[src/common/ssr_pkg.sv]
// Constants for the system status readback block
package ssr_pkg;
  localparam int FRAME_BITS = 16;
  localparam int HDR_BITS = 4;
  localparam int CNT_W = 5;
  localparam logic [CNT_W-1:0] CNT_MAX = 5'h1F;
  localparam logic [CNT_W-1:0] CNT_HDR = 5'h04;
  localparam logic [CNT_W-1:0] CNT_FRAME = 5'h10;
  // Header layout, bits 15..12 of the host frame
  localparam int HDR_SEL_HI = 3;
  localparam int HDR_SEL_LO = 2;
  localparam int HDR_BANK = 1;
  localparam int HDR_NOWRITE = 0;
  localparam logic [1:0] SEL_STATUS = 2'h0;
  localparam logic BANK_STATUS = 1'b0;
  // Status word field positions
  localparam int POS_CAUSE_HI = 11;
  localparam int POS_CAUSE_LO = 8;
  localparam int POS_CAN_WAKE = 7;
  localparam int POS_LIN_WAKE = 6;
  localparam int POS_EDGE_WAKE = 5;
  localparam int POS_WAKE_LEVEL = 4;
  localparam int POS_OVERTEMP = 3;
  localparam int POS_SW_DEV = 2;
  localparam int POS_ENABLE_PIN = 1;
  localparam int POS_POWERON = 0;
  // Reset cause codes
  localparam logic [3:0] CAUSE_POWERON = 4'h0;
  localparam logic [3:0] CAUSE_CYCLIC_WAKE = 4'h1;
  localparam logic [3:0] CAUSE_MAIN_LOW = 4'h2;
  localparam logic [3:0] CAUSE_MAIN_OVERCURRENT = 4'h3;
  localparam logic [3:0] CAUSE_THIRD_OVERLOAD = 4'h4;
  localparam logic [3:0] CAUSE_FLASH_EXIT = 4'h5;
  localparam logic [3:0] CAUSE_FLASH_READY = 4'h6;
  localparam logic [3:0] CAUSE_CAN_WAKE = 4'h7;
  localparam logic [3:0] CAUSE_LIN_WAKE = 4'h8;
  localparam logic [3:0] CAUSE_LOCAL_WAKE = 4'h9;
  localparam logic [3:0] CAUSE_FAILSAFE_WAKE = 4'hA;
  localparam logic [3:0] CAUSE_WD_OVERFLOW = 4'hB;
  localparam logic [3:0] CAUSE_WD_INIT = 4'hC;
  localparam logic [3:0] CAUSE_WD_EARLY = 4'hD;
  localparam logic [3:0] CAUSE_ILLEGAL_SPI = 4'hE;
  localparam logic [3:0] CAUSE_IRQ_TIMEOUT = 4'hF;
  localparam logic [3:0] RESET_CAUSE = CAUSE_POWERON;
  localparam logic RESET_POWERON_FLAG = 1'b1;
  localparam logic [11:0] RESET_MODE_DATA = 12'h000;
  typedef enum logic [1:0] {
    SSR_RUN = 2'h0,
    SSR_RST_LOW = 2'h1,
    SSR_SUPPLY_OFF = 2'h3
  } ssr_sleep_t;
endpackage

[src/common/ssr_if.sv]
// Carrier between the serial frame engine and the status core
`timescale 1ns/100ps
`default_nettype none
interface ssr_if;
  logic hdr_valid;
  logic [3:0] hdr;
  logic [11:0] load_word;
  logic frame_done;
  logic frame_ok;
  logic [15:0] rx_word;
  modport frame (output hdr_valid, output hdr, input load_word,
    output frame_done, output frame_ok, output rx_word);
  modport core (input hdr_valid, input hdr, output load_word,
    input frame_done, input frame_ok, input rx_word);
endinterface
`default_nettype wire

[src/hw/ssr_status_top.sv]
// System status readback register with reset-cause capture and sleep entry
//
// Summary of operation
// - Frame bits 15,14 at 00 and bit 13 at 0 select the status register.
// - Bit 12 high reads only; bit 12 low also writes the mode payload.
// - Status reads are served in every operating mode.
// - Cause 0000 power-on or forced reset, 0001 cyclic wake, 0010 supply low.
// - Cause 0011 main supply overcurrent reset, 0100 third supply overload in sleep.
// - Cause 0101 flash exit done, 0110 ready to enter flash.
// - Cause 0111 CAN wake, 1000 LIN wake, 1001 local wake pin.
// - Cause 1010 fail-safe wake, 1011 watchdog overflow.
// - Cause 1100 watchdog init timeout, 1101 watchdog triggered too early.
// - Cause 1110 illegal serial access, 1111 interrupt service timeout.
// - Cause field overwritten on each reset event, never cleared.
// - Bit 7 latches CAN wake, cleared by status read.
// - Bit 6 latches LIN wake, cleared by status read.
// - Bit 5 latches falling wake pin edge, cleared by status read.
// - Bit 4 shows live wake pin level.
// - Bit 3 shows temperature warning.
// - Bit 2 shows software development mode.
// - Bit 1 shows enable pin driven high.
// - Bit 0 set by power-on, cleared once Normal mode entered.
// - Sleep with watchdog off: reset low at once, then supply off.
// - Frames need exactly sixteen clocks, else reported as error.
`timescale 1ns/100ps
`default_nettype none
module ssr_status_top #(
  parameter int FRAME_W = ssr_pkg::FRAME_BITS // Serial frame length
) (
  input wire logic clk_in, // 200 MHz system clock
  input wire logic reset_in, // Power-on reset, sync, active high
  input wire logic ce_in, // Clock enable, freezes all state
  input wire logic spi_sck_in, // Serial clock
  input wire logic spi_cs_n_in, // Chip select, active low
  input wire logic spi_mosi_in, // Host to device data
  output logic spi_miso_out, // Device to host data
  input wire logic [15:0] cause_event_in, // One pulse bit per reset cause code
  input wire logic can_wake_in, // CAN wake detected pulse
  input wire logic lin_wake_in, // LIN wake detected pulse
  input wire logic wake_pin_in, // Wake pin above threshold
  input wire logic overtemp_in, // Temperature warning level
  input wire logic sw_dev_mode_in, // Software development mode level
  input wire logic enable_pin_in, // Enable pin driven high
  input wire logic normal_entered_in, // Normal mode entered pulse
  input wire logic sleep_enter_in, // Sleep mode entry pulse
  input wire logic wd_off_sel_in, // Watchdog-off behaviour selected
  input wire logic sleep_exit_in, // Sleep left, restore supply and reset
  output logic mode_write_out, // Mode register write pulse
  output logic [11:0] mode_data_out, // Mode register payload
  output logic spi_error_out, // Clock-count failure pulse
  output logic [15:0] status_word_out, // Current status contents
  output logic reset_output_low_out, // Reset pin pulled low
  output logic watchdog_disable_out, // Watchdog held disabled
  output logic main_supply_on_out // Main supply regulator enable
);
  import ssr_pkg::*;

  // Shifter and header decode are built for sixteen-bit frames only
  if (FRAME_W != FRAME_BITS) begin : g_bad_frame_w
    $error("frame width must be sixteen");
  end

  ssr_if link ();

  ssr_spi_frame u_frame (
    .clk_in(clk_in),
    .reset_in(reset_in),
    .ce_in(ce_in),
    .spi_sck_in(spi_sck_in),
    .spi_cs_n_in(spi_cs_n_in),
    .spi_mosi_in(spi_mosi_in),
    .spi_miso_out(spi_miso_out),
    .bus(link.frame)
  );

  // Highest pending cause wins when several coincide
  function automatic logic [3:0] ssr_encode_cause(input logic [15:0] ev);
    logic [3:0] code;
    code = CAUSE_POWERON;
    for (int i = 0; i < 16; i++) begin
      if (ev[i]) begin
        code = i[3:0];
      end
    end
    return code;
  endfunction

  function automatic logic ssr_is_status(input logic [3:0] h);
    return (h[HDR_SEL_HI:HDR_SEL_LO] == SEL_STATUS) && (h[HDR_BANK] == BANK_STATUS);
  endfunction

  logic [3:0] reset_cause;
  logic can_wake_flag;
  logic lin_wake_flag;
  logic edge_wake_flag;
  logic wake_pin_level;
  logic wake_prev;
  logic overtemp_warning;
  logic sw_dev_mode_flag;
  logic enable_pin_state;
  logic poweron_flag;
  logic [2:0] shown_wake;
  logic shown_valid;
  logic shown_write;
  logic status_read;
  logic edge_wake_evt;
  logic [11:0] status_low;
  ssr_sleep_t sleep_state;
  ssr_sleep_t next_sleep_state;

  assign edge_wake_evt = wake_prev & ~wake_pin_in;

  // Live bits, refreshed every cycle
  always_ff @(posedge clk_in) begin
    if (reset_in) begin
      wake_pin_level <= 1'b0;
      wake_prev <= 1'b0;
      overtemp_warning <= 1'b0;
      sw_dev_mode_flag <= 1'b0;
      enable_pin_state <= 1'b0;
    end else if (ce_in) begin
      wake_pin_level <= wake_pin_in;
      wake_prev <= wake_pin_in;
      overtemp_warning <= overtemp_in;
      sw_dev_mode_flag <= sw_dev_mode_in;
      enable_pin_state <= enable_pin_in;
    end
  end

  // Cause field: updated on any event, never cleared
  always_ff @(posedge clk_in) begin
    if (reset_in) begin
      reset_cause <= RESET_CAUSE;
    end else if (ce_in && (cause_event_in != 16'h0000)) begin
      reset_cause <= ssr_encode_cause(cause_event_in);
    end
  end

  // Power-on flag
  always_ff @(posedge clk_in) begin
    if (reset_in) begin
      poweron_flag <= RESET_POWERON_FLAG;
    end else if (ce_in) begin
      if (cause_event_in[CAUSE_POWERON]) begin
        poweron_flag <= 1'b1;
      end else if (normal_entered_in) begin
        poweron_flag <= 1'b0;
      end
    end
  end

  // Read word loaded into the shifter once the header is known
  assign status_low = {reset_cause, can_wake_flag, lin_wake_flag, edge_wake_flag,
    wake_pin_level, overtemp_warning, sw_dev_mode_flag, enable_pin_state, poweron_flag};
  assign link.load_word = ssr_is_status(link.hdr) ? status_low : 12'h000;

  // Remember which flags the host actually saw
  always_ff @(posedge clk_in) begin
    if (reset_in) begin
      shown_wake <= 3'h0;
      shown_valid <= 1'b0;
      shown_write <= 1'b0;
    end else if (ce_in) begin
      if (link.hdr_valid) begin
        shown_wake <= {can_wake_flag, lin_wake_flag, edge_wake_flag};
        shown_valid <= ssr_is_status(link.hdr);
        shown_write <= ~link.hdr[HDR_NOWRITE];
      end else if (link.frame_done) begin
        shown_valid <= 1'b0;
      end
    end
  end

  // Only a complete, valid status frame clears the flags
  assign status_read = link.frame_done & link.frame_ok & shown_valid;

  // Wake flags: set wins over clear, only reported bits clear
  always_ff @(posedge clk_in) begin
    if (reset_in) begin
      can_wake_flag <= 1'b0;
      lin_wake_flag <= 1'b0;
      edge_wake_flag <= 1'b0;
    end else if (ce_in) begin
      can_wake_flag <= (can_wake_flag & ~(status_read & shown_wake[2])) | can_wake_in;
      lin_wake_flag <= (lin_wake_flag & ~(status_read & shown_wake[1])) | lin_wake_in;
      edge_wake_flag <= (edge_wake_flag & ~(status_read & shown_wake[0]))
        | edge_wake_evt;
    end
  end

  // Mode register payload on read-and-write frames
  always_ff @(posedge clk_in) begin
    if (reset_in) begin
      mode_write_out <= 1'b0;
      mode_data_out <= RESET_MODE_DATA;
    end else if (ce_in) begin
      mode_write_out <= status_read & shown_write;
      if (status_read && shown_write) begin
        mode_data_out <= link.rx_word[11:0];
      end
    end
  end

  // Clock-count failure report
  always_ff @(posedge clk_in) begin
    if (reset_in) begin
      spi_error_out <= 1'b0;
    end else if (ce_in) begin
      spi_error_out <= link.frame_done & ~link.frame_ok;
    end
  end

  // Status mirror
  always_ff @(posedge clk_in) begin
    if (reset_in) begin
      status_word_out <= 16'h0000;
    end else if (ce_in) begin
      status_word_out <= {4'h0, status_low};
    end
  end

  // Sleep entry: reset low first, supply off on the next cycle
  always_comb begin
    next_sleep_state = sleep_state;
    unique case (sleep_state)
      SSR_RUN: begin
        if (sleep_enter_in && wd_off_sel_in) begin
          next_sleep_state = SSR_RST_LOW;
        end
      end
      SSR_RST_LOW: begin
        next_sleep_state = SSR_SUPPLY_OFF;
      end
      SSR_SUPPLY_OFF: begin
        if (sleep_exit_in) begin
          next_sleep_state = SSR_RUN;
        end
      end
      default: begin
        next_sleep_state = SSR_RUN;
      end
    endcase
  end

  always_ff @(posedge clk_in) begin
    if (reset_in) begin
      sleep_state <= SSR_RUN;
    end else if (ce_in) begin
      sleep_state <= next_sleep_state;
    end
  end

  always_ff @(posedge clk_in) begin
    if (reset_in) begin
      reset_output_low_out <= 1'b0;
      watchdog_disable_out <= 1'b0;
      main_supply_on_out <= 1'b1;
    end else if (ce_in) begin
      reset_output_low_out <= (next_sleep_state != SSR_RUN);
      watchdog_disable_out <= (next_sleep_state != SSR_RUN);
      main_supply_on_out <= (next_sleep_state != SSR_SUPPLY_OFF);
    end
  end
endmodule // ssr_status_top
`default_nettype wire

[src/hw/ssr_spi_frame.sv]
// Serial frame engine: shifts a 16-bit full-duplex frame
`timescale 1ns/100ps
`default_nettype none
module ssr_spi_frame (
  input wire logic clk_in, // System clock
  input wire logic reset_in, // Synchronous reset, active high
  input wire logic ce_in, // Clock enable
  input wire logic spi_sck_in, // Serial clock, sampled
  input wire logic spi_cs_n_in, // Chip select, active low
  input wire logic spi_mosi_in, // Host data in
  output logic spi_miso_out, // Device data out
  ssr_if.frame bus // Link to status core
);
  import ssr_pkg::*;
  logic sck_prev;
  logic cs_prev_n;
  logic [CNT_W-1:0] bit_cnt;
  logic [15:0] rx;
  logic [15:0] tx;
  logic done;
  logic ok;
  logic sck_rise;
  logic sck_fall;
  logic cs_fall;
  logic cs_rise;

  assign sck_rise = spi_sck_in & ~sck_prev & ~spi_cs_n_in;
  assign sck_fall = ~spi_sck_in & sck_prev & ~spi_cs_n_in;
  assign cs_fall = ~spi_cs_n_in & cs_prev_n;
  assign cs_rise = spi_cs_n_in & ~cs_prev_n;
  // Header known on the fourth rising edge
  assign bus.hdr_valid = sck_rise & (bit_cnt == CNT_HDR - 5'h01);
  assign bus.hdr = {rx[2:0], spi_mosi_in};
  assign bus.frame_done = done;
  assign bus.frame_ok = ok;
  assign bus.rx_word = rx;
  assign spi_miso_out = tx[15];

  always_ff @(posedge clk_in) begin
    if (reset_in) begin
      sck_prev <= 1'b0;
      cs_prev_n <= 1'b1;
    end else if (ce_in) begin
      sck_prev <= spi_sck_in;
      cs_prev_n <= spi_cs_n_in;
    end
  end

  always_ff @(posedge clk_in) begin
    if (reset_in) begin
      bit_cnt <= '0;
      rx <= '0;
    end else if (ce_in) begin
      if (cs_fall) begin
        bit_cnt <= '0;
      end else if (sck_rise) begin
        rx <= {rx[14:0], spi_mosi_in};
        if (bit_cnt != CNT_MAX) begin
          bit_cnt <= bit_cnt + 5'h01;
        end
      end
    end
  end

  always_ff @(posedge clk_in) begin
    if (reset_in) begin
      tx <= '0;
    end else if (ce_in) begin
      if (cs_fall) begin
        tx <= '0;
      end else if (bus.hdr_valid) begin
        tx <= {1'b0, bus.load_word, 3'h0};
      end else if (sck_fall) begin
        tx <= {tx[14:0], 1'b0};
      end
    end
  end

  // Frame end and clock-count check
  always_ff @(posedge clk_in) begin
    if (reset_in) begin
      done <= 1'b0;
      ok <= 1'b0;
    end else if (ce_in) begin
      done <= cs_rise;
      ok <= cs_rise & (bit_cnt == CNT_FRAME);
    end
  end
endmodule // ssr_spi_frame
`default_nettype wire

[config.mk]
export PLATFORM = sky130hd
export DESIGN_NAME = ssr_status_top
export DESIGN_NICKNAME = d
export VERILOG_FILES = /design/src/common/ssr_pkg.sv /design/src/common/ssr_if.sv /design/src/hw/ssr_status_top.sv /design/src/hw/ssr_spi_frame.sv
export SDC_FILE = /design/constraint.sdc
export NUM_CORES = 1
export LEC_CHECK = 0
export BUFFER_PORTS_ARGS = -buffer_cell sky130_fd_sc_hd__buf_2
export CORE_ASPECT_RATIO = 0.9
export CORE_UTILIZATION = 39
export CTS_CLUSTER_DIAMETER = 150
export CTS_CLUSTER_SIZE = 28
export DETAILED_ROUTE_END_ITERATION = 7
export GPL_ROUTABILITY_DRIVEN = 0
export MAX_ROUTING_LAYER = met4
export PLACE_DENSITY = 0.61
export SYNTH_ARGS = -nofsm -noshare
export SYNTH_HDL_FRONTEND = slang
export SYNTH_HIERARCHICAL = 1
export SYNTH_SLANG_ARGS = --single-unit
[constraint.sdc]
create_clock -name clk_in -period 2.39 [get_ports clk_in]
set_input_delay 0.239 -clock clk_in [delete_from_list [all_inputs] [get_ports clk_in]]
set_output_delay 0.239 -clock clk_in [all_outputs]
set_load 0.05 [all_outputs]
* Word level (Yosys, flattened, before mapping) *
Index checks and enable logic that the tools add are counted.
W data, S select, Z words.

cells by class
  multiplexer cells = 29
  add/sub/neg operators = 1
  equality and inequality tests = 6
  bitwise operators = 34
  reductions and logical operators = 20

operators with widths
  operator               count
  $mux W4                14
  $mux W16               3
  $and A1 B1 Y1          19
  $reduce_bool A16 Y1    1
  $mux W5                3
  $mux W12               1
  $not A1 Y1             12
  $reduce_and A2 Y1      5
  $reduce_bool A2 Y1     5
  $pmux W2 S3            1
  $reduce_and A3 Y1      2
  $add A5 B1 Y5 const B  1
  $eq A5 B2 Y1 const B   1
  $eq A5 B5 Y1 const B   1
  $mux W1                5
  $ne A5 B5 Y1 const B   1
  $logic_and A1 B1 Y1    4
  $logic_not A2 Y1       2
  $mux W2                2
  $or A1 B1 Y1           3
  $reduce_bool A3 Y1     1
  $eq A2 B1 Y1 const B   1
  $eq A2 B2 Y1 const B   1
  $ne A2 B2 Y1 const B   1

storage, ports and cells
  bits in registers = 84
  output and inout bits = 34
  word-level logic and storage cells = 116

* Logic depth before layout (Yosys ltp) *
  depth in word-level cells = 15
  mapped depth = 7

* Hierarchy *
The synthesis kept the hierarchy.

modules (own cells, without submodules)
  module          cells each  area an instance (µm²)  instances  sequential area each (µm²)
  ssr_status_top  233         1,953.1                 1          940.9
  ssr_spi_frame   173         1,579.0                 1          760.7

* Worst setup path before layout *
OpenSTA, ideal clock, no wires.

  path type = flip-flop to flip-flop
  from = reg u_frame.bit_cnt[1]
  to = reg shown_write
  clock period less this slack = 1.908 ns
  path buffers = 0
  stages on the path, launching flop included = 7
  arrival = 1.781 ns
  slack = 0.482 ns
  path through = dfxtp_1 > ha_1 > or4b_4 > nor3_1 > nand2_1 > a21oi_1 > nor2_1

between the ends
  word-level cells in the longest chain between the ends = 3

RTL lines
  item                                RTL line               RTL
  start, declared                     ssr_spi_frame.sv:17    logic [CNT_W-1:0] bit_cnt;
  start signal, assigned              ssr_spi_frame.sv:59    bit_cnt <= bit_cnt + 5'h01;
  $eq A5 B2 Y1                        ssr_spi_frame.sv:32    assign bus.hdr_valid = sck_rise & (bit_cnt == CNT_HDR - 5'h01);
  $and A1 B1 Y1                       ssr_spi_frame.sv:32
  named net link.hdr_valid            ssr_if.sv:5            logic hdr_valid;
  $reduce_and A2 Y1 (no source line)  n/a
  end signal, assigned                ssr_status_top.sv:167  shown_write <= ~link.hdr[HDR_NOWRITE];
  end, declared                       ssr_status_top.sv:104  logic shown_write;

The timed path passes the listed nets, and every way through them passes these cells.
A chain may end at the register's enable or synchronous reset.

* Worst setup path in the final report *
Ends and elaborated chain as after synthesis.

==> results by group <==
Run status
  • Status: finished, final reports clean

Global route
  • First-pass GRT wire length: 12210 um
  • Vias in the first global route: 2611
  • Total track usage: 17.53%
  • Largest net degree at the start of global routing: 61
  • Antenna violations before repair: 0
  • Total grt overflow: 0

Power and ir drop
  • Maximum vdd drop: 0.0004217 V
  • Psw: 0.6582 mW
  • Clk pwr share: 44.0%
  • Comb pwr share: 8.0%
  • Switching Share: 22.60%
  • Power Dens Cells: 727.1 nW/um^2
  • Reg power frac: 48.0%
  • Int Pwr: 2.255 mW
  • Leakage: 1.575 nW

STA
  • Setup TNS: 0 ps
  • Clock skew: 8.966 ps
  • Final setup fails: 0
  • RSZ-0062 raised after global routing: false
  • Slew Viols, Final: 0
  • Endpoints failing hold: 0
  • Relative slew slack: 48.25%
  • Crit share post-route: 80.37%
  • Max Clk Rate: 0.5206 GHz
  • Actual slew at the worst max-slew pin: 772.1 ps
  • Post-route minimum period: 1921 ps

Run
  • Max Cap Viol: 0

Route
  • TritonRoute pass-1 iters: 4
  • Initial DRC count: 127
  • DRC errors left: 0
  • DRT antenna net count: 0
  • Vias/cell: 5.059
  • DR WL/cell: 13.15 um
  • WL final: 7362 um
  • Routed via count: 2833

Placement
  • DP Area: 3747 sq um
  • Port bufs: 61
  • Post-DP HPWL: 5030 um

Critical path
  • Bufs and invs on worst path: 1
  • Critical Path End Type: flip-flop
  • CP Cell Sequence: ha_1 > or4b_4 > nor3_1 > buf_4 > nand2_1 > a21oi_1 > nor2_1
  • Critical Path Source Type: flip-flop
  • WP data arrival: 2140 ps
  • CP max FO: 6
  • Delay-heaviest family, CP: simple AND/OR/NAND/NOR gates
  • Data required, critical path: 2610 ps
  • Kind of critical path: reg -> reg
  • CP peak stage delay: 500 ps
  • Slowest cell on crit path: or4b_4

Clock network
  • CTS resizes: 0
  • Post-CTS setup buffers: 0
  • Skew-Pair Late Insertion Delay: 350 ps
  • CTS tree: built
  • Hold bufs inserted after CTS: 0
  • CTS Buf Count: 9
  • Clock transition at the registers of the reported paths: 80 ps
  • Clock Tree Buf Depth: 2
  • Sink Count: 81
  • Clock Tree Root: clkbuf_8
  • Number of H-tree levels: 3

Die
  • Die height: 90.61 um
  • Die footprint: 9101 sq um
  • Cell Rows: 31
  • Num ports: 66
  • Die width: 100.5 um
  • Initial Util: 41.18%
  • Core area: 8262 sq um

Layout
  • Final Cell Area: 4006 sq um
  • Ant diodes: 0
  • Most common cell after layout, fill and taps aside: dfxtp_1
  • Area Growth Syn to Fin: 17.76%
  • Filler cells: 826
  • Fraction of layout cells with a size suffix above 1: 20.67%
  • Layout Nets: 475
  • Commonest cells after routing, fill and taps aside: dfxtp_1, nand2_1, buf_2, a21oi_1, nor2_1

Yosys
  • Synth Cell Area: 3402 sq um
  • Synth warn: 6
  • Post-Synthesis Cells: 390
  • Synthesized area per cell: 8.723 sq um

Worst hold path
  • Hold/Removal Path Class: in -> reg
## through the flow
stage / util, % / total power, mW / hold slack, ps / std cells / setup slack (ps)
2_1_floorplan: - / 1.595 / 365.7 / 393 / 481.6
6_report: 48.49 / 2.913 / 136.1 / 560 / 469.1
3_5_place_dp: 45.36 / 1.663 / 444.4 / 544 / 492.4
4_1_cts: 48.49 / 2.947 / 105.9 / 560 / 481.2
3_3_place_gp: 45.36 / 1.659 / 442.0 / 544 / 527.8
5_1_grt: 48.49 / 3.027 / 131.0 / 560 / 287.3
## power by group through the flow
stage | registers [mW] | logic (mW) | clock network, mW
floorplan | 1.46 | 0.138 | 0
CTS | 1.40 | 0.235 | 1.31
global placement | 1.43 | 0.231 | 0
finish | 1.40 | 0.234 | 1.28
detailed placement | 1.43 | 0.235 | 0
global route | 1.40 | 0.256 | 1.37
## worst reg2reg max path, stage by stage, from the launching register on
cell and delay, ps:
dfxtp_1 380, ha_1 190, or4b_4 500, nor3_1 190, buf_4 170, nand2_1 120, a21oi_1 190, nor2_1 50
## state kept, by name, indices dropped and copies added, names as in the netlist, 2 cells and up
register and count:
mode_data_out 12, reset_cause 4, shown_wake 3, sleep_state 2, status_word_out 12, u_frame/bit_cnt 5
u_frame/bus.rx_word 12, u_frame/tx 13
## final cells by class
| cell class | count | area (sq um) | area share, % |
|---|---|---|---|
| Inverter | 8 | 30.03 | 0.7495 |
| Timing Repair Buffer | 68 | 357.8 | 8.932 |
| Sequential cell | 81 | 1622 | 40.47 |
| Clock buffer | 11 | 131.4 | 3.279 |
| Clock inverter | 5 | 127.6 | 3.186 |
| Tap cell | 115 | 143.9 | 3.592 |
| Multi-Input combinational cell | 272 | 1594 | 39.79 |
## layer usage
layer | vias to the layer above | wire, um | track usage, %
met1 | 1319 | 3672 | 22.63
met5 | - | 0 | -
met2 | 65 | 3324 | 26.43
li1 | 1443 | - | -
met3 | 6 | 330 | 4.799
met4 | 0 | 35 | 5.797
## final timing paths
kind / end / startpoint / depth (start not counted) / slack, ps
min: enable_pin_state / enable_pin_in / 3 / 140
max reg2reg: shown_write / u_frame/bit_cnt[1] / 7 / 470
max: shown_write / u_frame/bit_cnt[1] / 7 / 470
min reg2reg: mode_data_out[0] / mode_data_out[0] / 2 / 450
(Power assumes the default switching activity.)
